$ cat src/aasic_pkg.sv
// Purpose: Shared constants and types of the interrupt controller
// Assumes: 32-bit Avalon-MM register port, one word per register
// Notes: Byte offsets are word aligned
`default_nettype none
package aasic_pkg;
	// ----------------------------------------
	// Register byte offsets
	// ----------------------------------------
	localparam logic [5:0] OFS_AIE = 6'h00;
	localparam logic [5:0] OFS_APOL = 6'h04;
	localparam logic [5:0] OFS_EICTL = 6'h08;
	localparam logic [5:0] OFS_IEN = 6'h0c;
	localparam logic [5:0] OFS_IPRI = 6'h10;
	localparam logic [5:0] OFS_EIEN = 6'h14;
	localparam logic [5:0] OFS_EIPRI = 6'h18;
	localparam logic [5:0] OFS_TCTL = 6'h1c;
	localparam logic [5:0] OFS_SFLG = 6'h20;
	localparam logic [5:0] OFS_ISTAT = 6'h24;
	localparam logic [5:0] OFS_IMASK = 6'h28;
	localparam logic [5:0] OFS_VSTAT = 6'h2c;
	// ----------------------------------------
	// Field positions
	// ----------------------------------------
	localparam int BIT_READ_SELECT = 0;
	localparam int BIT_WDT = 3;
	localparam int BIT_AI = 4;
	localparam int BIT_EAI = 5;
	localparam int BIT_EA = 7;
	localparam int BIT_IT0 = 0;
	localparam int BIT_IE0 = 1;
	localparam int BIT_IT1 = 2;
	localparam int BIT_IE1 = 3;
	localparam int BIT_TF0 = 5;
	localparam int BIT_TF1 = 7;
	localparam int BIT_EV_TAKEN = 0;
	localparam int BIT_EV_AUX = 1;
	// ----------------------------------------
	// Reset values and vectors
	// ----------------------------------------
	localparam logic [7:0] RST_BYTE = 8'h00;
	localparam logic [7:0] RST_APOL = 8'h00;
	localparam logic [4:0] NUM_AUX = 5'h06;
	localparam logic [2:0] VEC_LOW = 3'h3;
	localparam int NSTD = 12;
	localparam int NEVT = 2;
	// Standard source order: ext0 t0 ext1 t1 ser0 t2 ser1 ext2..5 wdt
	localparam logic [59:0] STD_NUMS = {5'h0c, 5'h0b, 5'h0a, 5'h09, 5'h08, 5'h07,
		5'h05, 5'h04, 5'h03, 5'h02, 5'h01, 5'h00};
	typedef struct packed {
		logic valid;
		logic [4:0] num;
	} aasic_sel_t;
	typedef struct packed {
		logic read;
		logic write;
		logic [5:0] address;
		logic [31:0] writedata;
	} aasic_bus_t;
endpackage : aasic_pkg
`default_nettype wire

$ cat src/aasic_ctrl.sv
// Purpose: Auxiliary and standard interrupt controller with vector output
// Assumes: Event inputs from same-clock logic; external pins asynchronous
// Notes: Notes on behaviour follow
//
// The implementer's own choices: the register offsets and the Avalon-MM register port.
`default_nettype none
module aasic_ctrl (
	input wire logic i_core_clk,
	input wire logic i_rst,
	input wire logic [5:0] i_avs_address,
	input wire logic i_avs_read,
	input wire logic i_avs_write,
	input wire logic [31:0] i_avs_writedata,
	output logic [31:0] o_avs_readdata,
	output logic o_avs_waitrequest,
	input wire logic [7:0] i_aux_evt,
	input wire logic [5:0] i_ext_n,
	input wire logic [1:0] i_tmr_ovf,
	input wire logic i_ser0_evt,
	input wire logic i_tmr2_evt,
	input wire logic i_ser1_evt,
	input wire logic i_wdt_evt,
	input wire logic i_vec_ack,
	output logic o_vec_req,
	output logic [7:0] o_vec_addr,
	output logic o_irq
);
	import aasic_pkg::*;
	// ----------------------------------------
	// Functions
	// ----------------------------------------
	function automatic logic [7:0] vec_of(input logic [4:0] num);
		vec_of = {num, VEC_LOW};
	endfunction : vec_of
	function automatic aasic_sel_t pick(input logic [NSTD-1:0] req);
		aasic_sel_t s;
		s = '0;
		for (int i = NSTD - 1; i >= 0; i--) begin
			if (req[i]) begin
				s.valid = 1'b1;
				s.num = STD_NUMS[i*5 +: 5];
			end
		end
		pick = s;
	endfunction : pick
	// ----------------------------------------
	// Bus slave
	// ----------------------------------------
	aasic_bus_t bus;
	logic wait_ff;
	logic [31:0] rdata_ff;
	logic [31:0] nxt_rdata;
	assign bus = '{read: i_avs_read, write: i_avs_write, address: i_avs_address,
		writedata: i_avs_writedata};
	wire wr_go = bus.write && !wait_ff;
	wire rd_cap = bus.read && wait_ff;
	wire [7:0] wbyte = bus.writedata[7:0];
	wire wr_aie = wr_go && (bus.address == OFS_AIE);
	wire wr_apol = wr_go && (bus.address == OFS_APOL);
	wire wr_eictl = wr_go && (bus.address == OFS_EICTL);
	wire wr_ien = wr_go && (bus.address == OFS_IEN);
	wire wr_ipri = wr_go && (bus.address == OFS_IPRI);
	wire wr_eien = wr_go && (bus.address == OFS_EIEN);
	wire wr_eipri = wr_go && (bus.address == OFS_EIPRI);
	wire wr_tctl = wr_go && (bus.address == OFS_TCTL);
	wire wr_sflg = wr_go && (bus.address == OFS_SFLG);
	wire wr_istat = wr_go && (bus.address == OFS_ISTAT);
	wire wr_imask = wr_go && (bus.address == OFS_IMASK);
	// One wait cycle per access keeps read data registered
	always_ff @(posedge i_core_clk or posedge i_rst) begin
		if (i_rst) begin
			wait_ff <= 1'b1;
			rdata_ff <= '0;
		end else begin
			wait_ff <= !((bus.read || bus.write) && wait_ff);
			if (rd_cap) begin
				rdata_ff <= nxt_rdata;
			end
		end
	end
	// ----------------------------------------
	// Control registers
	// ----------------------------------------
	logic [7:0] aie_ff;
	logic [7:0] apol_ff;
	logic eai_ff;
	logic [7:0] ien_ff;
	logic [7:0] ipri_ff;
	logic [4:0] eien_ff;
	logic [4:0] eipri_ff;
	logic [1:0] it_ff;
	logic [NEVT-1:0] imask_ff;
	always_ff @(posedge i_core_clk or posedge i_rst) begin
		if (i_rst) begin
			aie_ff <= RST_BYTE;
			apol_ff <= RST_APOL;
			eai_ff <= 1'b0;
			ien_ff <= RST_BYTE;
			ipri_ff <= RST_BYTE;
			eien_ff <= '0;
			eipri_ff <= '0;
			it_ff <= '0;
			imask_ff <= '0;
		end else begin
			if (wr_aie) aie_ff <= wbyte;
			if (wr_apol) apol_ff <= wbyte;
			if (wr_eictl) eai_ff <= wbyte[BIT_EAI];
			if (wr_ien) ien_ff <= wbyte;
			if (wr_ipri) ipri_ff <= wbyte;
			if (wr_eien) eien_ff <= wbyte[4:0];
			if (wr_eipri) eipri_ff <= wbyte[4:0];
			if (wr_tctl) it_ff <= {wbyte[BIT_IT1], wbyte[BIT_IT0]};
			if (wr_imask) imask_ff <= wbyte[NEVT-1:0];
		end
	end
	// ----------------------------------------
	// Pin synchroniser and edge detect
	// ----------------------------------------
	logic [5:0] pin_m_ff;
	logic [5:0] pin_s_ff;
	logic [5:0] pin_d_ff;
	always_ff @(posedge i_core_clk or posedge i_rst) begin
		if (i_rst) begin
			pin_m_ff <= '1;
			pin_s_ff <= '1;
			pin_d_ff <= '1;
		end else begin
			pin_m_ff <= i_ext_n;
			pin_s_ff <= pin_m_ff;
			pin_d_ff <= pin_s_ff;
		end
	end
	wire [5:0] pin_fall = pin_d_ff & ~pin_s_ff;
	wire [5:0] pin_low = ~pin_s_ff;
	// ----------------------------------------
	// Source flags
	// ----------------------------------------
	// Flag order follows STD_NUMS; aux sits above them
	logic [NSTD-1:0] flag_ff;
	logic [NSTD-1:0] nxt_flag;
	logic [NSTD-1:0] flag_set;
	logic [NSTD-1:0] flag_clr;
	logic [NSTD-1:0] hw_clr;
	logic [NSTD-1:0] sw_clr;
	logic [NSTD-1:0] std_en;
	logic [NSTD-1:0] std_pri;
	aasic_sel_t taken;
	logic req_ff;
	logic [4:0] num_ff;
	wire ack_go = i_vec_ack && req_ff;
	wire [4:0] ack_num = num_ff;
	assign flag_set = {i_wdt_evt, pin_fall[5:2], i_ser1_evt, i_tmr2_evt, i_ser0_evt,
		i_tmr_ovf[1], pin_fall[1], i_tmr_ovf[0], pin_fall[0]};
	// Only edge externals and timers 0/1 clear on vectoring
	always_comb begin
		hw_clr = '0;
		for (int i = 0; i < NSTD; i++) begin
			hw_clr[i] = ack_go && (ack_num == STD_NUMS[i*5 +: 5]);
		end
		hw_clr[4] = 1'b0;
		hw_clr[5] = 1'b0;
		hw_clr[6] = 1'b0;
		hw_clr[11] = 1'b0;
	end
	// Software clears by writing a one; SFLG: serial, timer 2, externals 2..5; TCTL: ext0/1, timers 0/1; EICTL: wdt
	assign sw_clr = {wr_eictl && wbyte[BIT_WDT], wr_sflg ? wbyte[6:0] : 7'h00,
		wr_tctl && wbyte[BIT_TF1], wr_tctl && wbyte[BIT_IE1],
		wr_tctl && wbyte[BIT_TF0], wr_tctl && wbyte[BIT_IE0]};
	assign flag_clr = hw_clr | sw_clr;
	always_comb begin
		// Set wins over a clear in the same cycle
		nxt_flag = flag_set | (flag_ff & ~flag_clr);
		if (!it_ff[0]) nxt_flag[0] = pin_low[0];
		if (!it_ff[1]) nxt_flag[2] = pin_low[1];
	end
	always_ff @(posedge i_core_clk or posedge i_rst) begin
		if (i_rst) begin
			flag_ff <= '0;
		end else begin
			flag_ff <= nxt_flag;
		end
	end
	// ----------------------------------------
	// Auxiliary group
	// ----------------------------------------
	// Bit order of aie_ff matches i_aux_evt bit for bit
	wire [7:0] aux_masked = i_aux_evt & aie_ff;
	logic ai_ff;
	always_ff @(posedge i_core_clk or posedge i_rst) begin
		if (i_rst) begin
			ai_ff <= 1'b0;
		end else begin
			ai_ff <= |aux_masked;
		end
	end
	wire aux_req = ai_ff && eai_ff;
	// ----------------------------------------
	// Priority resolution
	// ----------------------------------------
	assign std_en = {eien_ff, ien_ff[6:0]} & {NSTD{ien_ff[BIT_EA]}};
	assign std_pri = {eipri_ff, ipri_ff[6:0]};
	wire [NSTD-1:0] std_req = flag_ff & std_en;
	aasic_sel_t sel_hi;
	aasic_sel_t sel_lo;
	assign sel_hi = pick(std_req & std_pri);
	assign sel_lo = pick(std_req & ~std_pri);
	// Auxiliary always beats both standard levels
	always_comb begin
		taken = sel_lo;
		if (sel_hi.valid) taken = sel_hi;
		if (aux_req) taken = '{valid: 1'b1, num: NUM_AUX};
	end
	// Request drops for one cycle after each ack so flags can settle
	// Address tracks the winner even while idle (03h then); only o_vec_req qualifies it
	logic [7:0] vec_ff;
	always_ff @(posedge i_core_clk or posedge i_rst) begin
		if (i_rst) begin
			req_ff <= 1'b0;
			num_ff <= '0;
			vec_ff <= '0;
		end else if (ack_go) begin
			req_ff <= 1'b0;
		end else begin
			req_ff <= taken.valid;
			num_ff <= taken.num;
			vec_ff <= vec_of(taken.num);
		end
	end
	// ----------------------------------------
	// Event status and interrupt line
	// ----------------------------------------
	logic [NEVT-1:0] istat_ff;
	logic ai_d_ff;
	logic irq_ff;
	wire [NEVT-1:0] ev_set = {ai_ff && !ai_d_ff, ack_go};
	wire [NEVT-1:0] ev_clr = wr_istat ? wbyte[NEVT-1:0] : '0;
	wire [NEVT-1:0] nxt_istat = ev_set | (istat_ff & ~ev_clr);
	always_ff @(posedge i_core_clk or posedge i_rst) begin
		if (i_rst) begin
			istat_ff <= '0;
			ai_d_ff <= 1'b0;
			irq_ff <= 1'b0;
		end else begin
			istat_ff <= nxt_istat;
			ai_d_ff <= ai_ff;
			irq_ff <= |(nxt_istat & imask_ff);
		end
	end
	// ----------------------------------------
	// Read mux
	// ----------------------------------------
	wire read_select = apol_ff[BIT_READ_SELECT];
	wire [7:0] aie_rd = read_select ? aie_ff : i_aux_evt;
	wire [7:0] apol_rd = read_select ? i_aux_evt : aie_ff;
	wire [7:0] eictl_rd = {2'b00, eai_ff, ai_ff, flag_ff[11], 3'b000};
	wire [7:0] tctl_rd = {flag_ff[3], 1'b0, flag_ff[1], 1'b0, flag_ff[2], it_ff[1],
		flag_ff[0], it_ff[0]};
	always_comb begin
		nxt_rdata = '0;
		case (bus.address)
			OFS_AIE: nxt_rdata[7:0] = aie_rd;
			OFS_APOL: nxt_rdata[7:0] = apol_rd;
			OFS_EICTL: nxt_rdata[7:0] = eictl_rd;
			OFS_IEN: nxt_rdata[7:0] = ien_ff;
			OFS_IPRI: nxt_rdata[7:0] = ipri_ff;
			OFS_EIEN: nxt_rdata[4:0] = eien_ff;
			OFS_EIPRI: nxt_rdata[4:0] = eipri_ff;
			OFS_TCTL: nxt_rdata[7:0] = tctl_rd;
			OFS_SFLG: nxt_rdata[6:0] = flag_ff[10:4];
			OFS_ISTAT: nxt_rdata[NEVT-1:0] = istat_ff;
			OFS_IMASK: nxt_rdata[NEVT-1:0] = imask_ff;
			OFS_VSTAT: nxt_rdata[8:0] = {req_ff, vec_ff};
			default: nxt_rdata = '0;
		endcase
	end
	assign o_avs_readdata = rdata_ff;
	assign o_avs_waitrequest = wait_ff;
	assign o_vec_req = req_ff;
	assign o_vec_addr = vec_ff;
	assign o_irq = irq_ff;
endmodule : aasic_ctrl
`default_nettype wire

$ cat config.mk
export PLATFORM = sky130hd
export DESIGN_NAME = aasic_ctrl
export DESIGN_NICKNAME = d
export VERILOG_FILES = /design/src/aasic_pkg.sv /design/src/aasic_ctrl.sv
export SDC_FILE = /design/constraint.sdc
export NUM_CORES = 1
export LEC_CHECK = 0
export BUFFER_PORTS_ARGS = -buffer_cell sky130_fd_sc_hd__buf_2
export CORE_ASPECT_RATIO = 0.75
export CORE_MARGIN = 2
export CORE_UTILIZATION = 50
export DETAILED_ROUTE_END_ITERATION = 6
export GPL_TIMING_DRIVEN = 0
export PLACE_DENSITY_LB_ADDON = 0.3
export SLEW_MARGIN = 20
export SYNTH_ARGS = -nofsm -noshare
export SYNTH_HDL_FRONTEND = slang
export SYNTH_SLANG_ARGS = --single-unit
$ cat constraint.sdc
create_clock -name i_core_clk -period 6.43 [get_ports i_core_clk]
set_input_delay 1.286 -clock i_core_clk [delete_from_list [all_inputs] [get_ports i_core_clk]]
set_output_delay 1.286 -clock i_core_clk [all_outputs]
set_load 0.02 [all_outputs]
==> metrics.cfg <==
[status]
outcome = completed

[routing]
drt_iter0_drc = 321
vias = 4004
wl_um = 14100
drc_errors = 0
via_per_inst = 6.10
dr.pass1.iters = 5
drt-wirelength-per-cell_um = 21.4
antenna_left = 0

[hold_path]
min_path_type = register to register

[floorplanning]
core.rowCount = 30
core_um2 = 9160
start_util_pct = 52.2
die_y_um = 88.7
ioPinCount = 106
die_w_um = 117
dieArea_um2 = 10400

[job]
maxCapViolations = 0

[power]
power.density_nw_per_um2 = 250
ir_drop_mv = 0.221
p_total_mw = 1.41
p_leak_nw = 2.67

[cts]
cts_buffers = 9
insertion_delay_ns = 0.35
cts_resized = 0
cts_htree_levels = 3
cts_setup_buffers = 0
clk_pin_slew_ns = 0.07
clkSinkCount = 91
clockBufferDepth = 2
holdBufCountCts = 0
cts_tree = yes
root_buffer = clkbuf_16

[setup_path]
r2r-start = ien_ff[7]$_DFFE_PP0P_
end_kind = register
rrSetupSlack_ns = 4.27
required_ns = 6.66
critPathMaxStageDelay_ns = 0.77
worstSetupStartpoint = i_avs_address[2]
cpMaxStageDelayCell = a2111oi_0
crit_fanout = 10
cp_num_cells = 7
cp-start-kind = primary input
arrival_ns = 3.23
path_delay_family = compound AO/OA/AOI/OAI gates
reg2regPathDepth = 7
path_common_cell = and2_1
cp_cell_sequence = clkbuf_2, and2_1, buf_6, and2_1, a2111oi_0, o2111ai_1, a22o_1
critPathCapture = o_avs_readdata[0]$_DFFE_PP0P_
crit_buf_inv = 2
crit_type = primary input to register
rr_endpoint = ack_num[1]$_DFFE_PP0N_

[synth]
synth.most_common_cell = dfrtp_1
synth_area_per_cell_um2 = 11.0
synth_fa_ha_area_share_pct = 0
ys_types = 56
synth_top_family_by_area = simple AND/OR/NAND/NOR gates
synth_top_cell_by_area = dfrtp_1
ys_ff_latch = 91
synth_xor_area_share_pct = 0
synth.top_cells.by_count = dfrtp_1 (72), mux2_2 (47), nand2_1 (34)
synth_warnings = 0
yosysSeqAreaShare_pct = 48.2
synth_area_leaders = dfrtp_1 (38%), mux2_2 (11%), dfstp_2 (10%)
syn-cell-area_um2 = 4780
synth.area.mux_share_pct = 11.1
async_reset_ff_share_pct = 100
synth_compound_area_share_pct = 15.9
yosysTopAreaCellShare_pct = 37.7
synth-simple-area-share_pct = 17.9
synth_edf_count = 0
syn_inst = 434
synth_ff_type = dfrtp_1

[sta]
hold_viol = 0
finClkSkew_ns = 0.00452
slew_headroom_pct = 45.2
drv_slew = 0
fin_setup_tns_ns = 0
max_freq_ghz = 0.333
fin_crit_ns = 3.00
rsz0062_at_grt = no
finalSetupViolCount = 0
max_slew.worst_pin.slew_ns = 0.801
period_share_pct = 46.7

[final_layout]
nNetsFinal = 586
drive_above_1_share_pct = 35.8
diodes = 0
regArea_um2 = 2300
multi_input_area_um2 = 2240
final_cells = 656
n_fill_cell = 812
area_growth_pct = 18.1

[place]
dp_hpwl_um = 10500
place.gp.congestion = 0.994
numPlacedInstances = 640
port_buffers = 53

[global_routing]
grt_pass1_vias = 3781
grt_first_pass_wirelength_um = 21600
grt_max_degree = 61
grt_usage_pct = 28.7
antenna_found_initial = 1
overflow = 0

registers in the layout, summed over array words and instances, names as in the netlist, 2 cells and up:
register	count
flag_ff	12
o_avs_readdata	9
aie_ff	8
ien_ff	8
ipri_ff	8
pin_d_ff	6
pin_m_ff	6
pin_s_ff	6
eien_ff	5
eipri_ff	5
ack_num	3
imask_ff	2
istat_ff	2
it_ff	2
o_vec_addr	2
metal layers:
layer  vias up  wire length [um]  GRT usage, %
met5         -                 0             0
met4         0               320          8.45
met3        28              1330          8.29
met2       210              6070          42.2
met1      1973              6330          41.4
li1       1793                 -             -
cell families (layout without fill, tap and decap cells):
group | Yosys count | in the layout
AO/OA/AOI/OAI | 95 | 95
buffers and inverters | 54 | 124
flip-flops | 91 | 91
multiplexers | 47 | 47
other | 1 | 25
AND/OR/NAND/NOR | 146 | 146
through the flow:
stage	util (%)	hold slack [ns]	area [um2]	setup slack, ns
after floorplan	-	0.345	4870	2.81
after global placement	57.8	0.345	5290	1.82
after detailed placement	58.1	0.347	5320	3.15
after CTS	61.6	0.357	5650	3.49
after global routing	61.6	0.360	5650	3.34
final	61.6	0.356	5650	3.43
worst reg2reg max path, cell delays in order (launching register included):
cell and delay, ns:
dfrtp_1 0.37, buf_2 0.16, buf_2 0.20, nand4_1 0.16, nand4_1 0.20, nor4_1 0.60, o2111ai_1 0.20, a31oi_1 0.21
final cells by class:
type	count	share of cell area (%)
tap	128	2.84
inverter	10	0.709
buffer	44	5.21
multi-input combinational	313	39.6
clock buffer	12	5.12
timing repair buffer	54	5.19
clock inverter	4	0.576
sequential	91	40.8
cells in the final DEF (no fill, tap or decap), types with 11 or more instances in the layout:
cell       Yosys  final
nor2_1        17     17
conb_1         1     25
o21ai_0       11     11
mux2_2        47     47
buf_4         27     27
nand2_1       34     34
dfstp_2       19     19
clkbuf_16      0     11
a22oi_1       21     21
nand3_1       15     15
nand4_1       17     17
dfrtp_1       72     72
buf_2          9     62
and3_1        13     13
power by group:
group	total [mW]	leakage (nW)	switching (mW)	internal, mW
registers	0.672	1.12	0.0523	0.620
clock network	0.561	0.161	0.236	0.324
logic	0.179	1.39	0.105	0.0733
how the worst min path moves through the flow:
stage	from	to	slack (ns)	depth (start not counted)
floorplan	pin_m_ff[0]$_DFF_PP1_	pin_s_ff[0]$_DFF_PP1_	0.35	0
global placement	pin_m_ff[5]$_DFF_PP1_	pin_s_ff[5]$_DFF_PP1_	0.35	0
detailed placement	pin_m_ff[5]$_DFF_PP1_	pin_s_ff[5]$_DFF_PP1_	0.35	0
CTS	pin_m_ff[5]$_DFF_PP1_	pin_s_ff[5]$_DFF_PP1_	0.36	0
global route	pin_m_ff[0]$_DFF_PP1_	pin_s_ff[0]$_DFF_PP1_	0.36	0
finish	pin_m_ff[5]$_DFF_PP1_	pin_s_ff[5]$_DFF_PP1_	0.36	0
No activity file was read; power rests on OpenSTA's default activity.
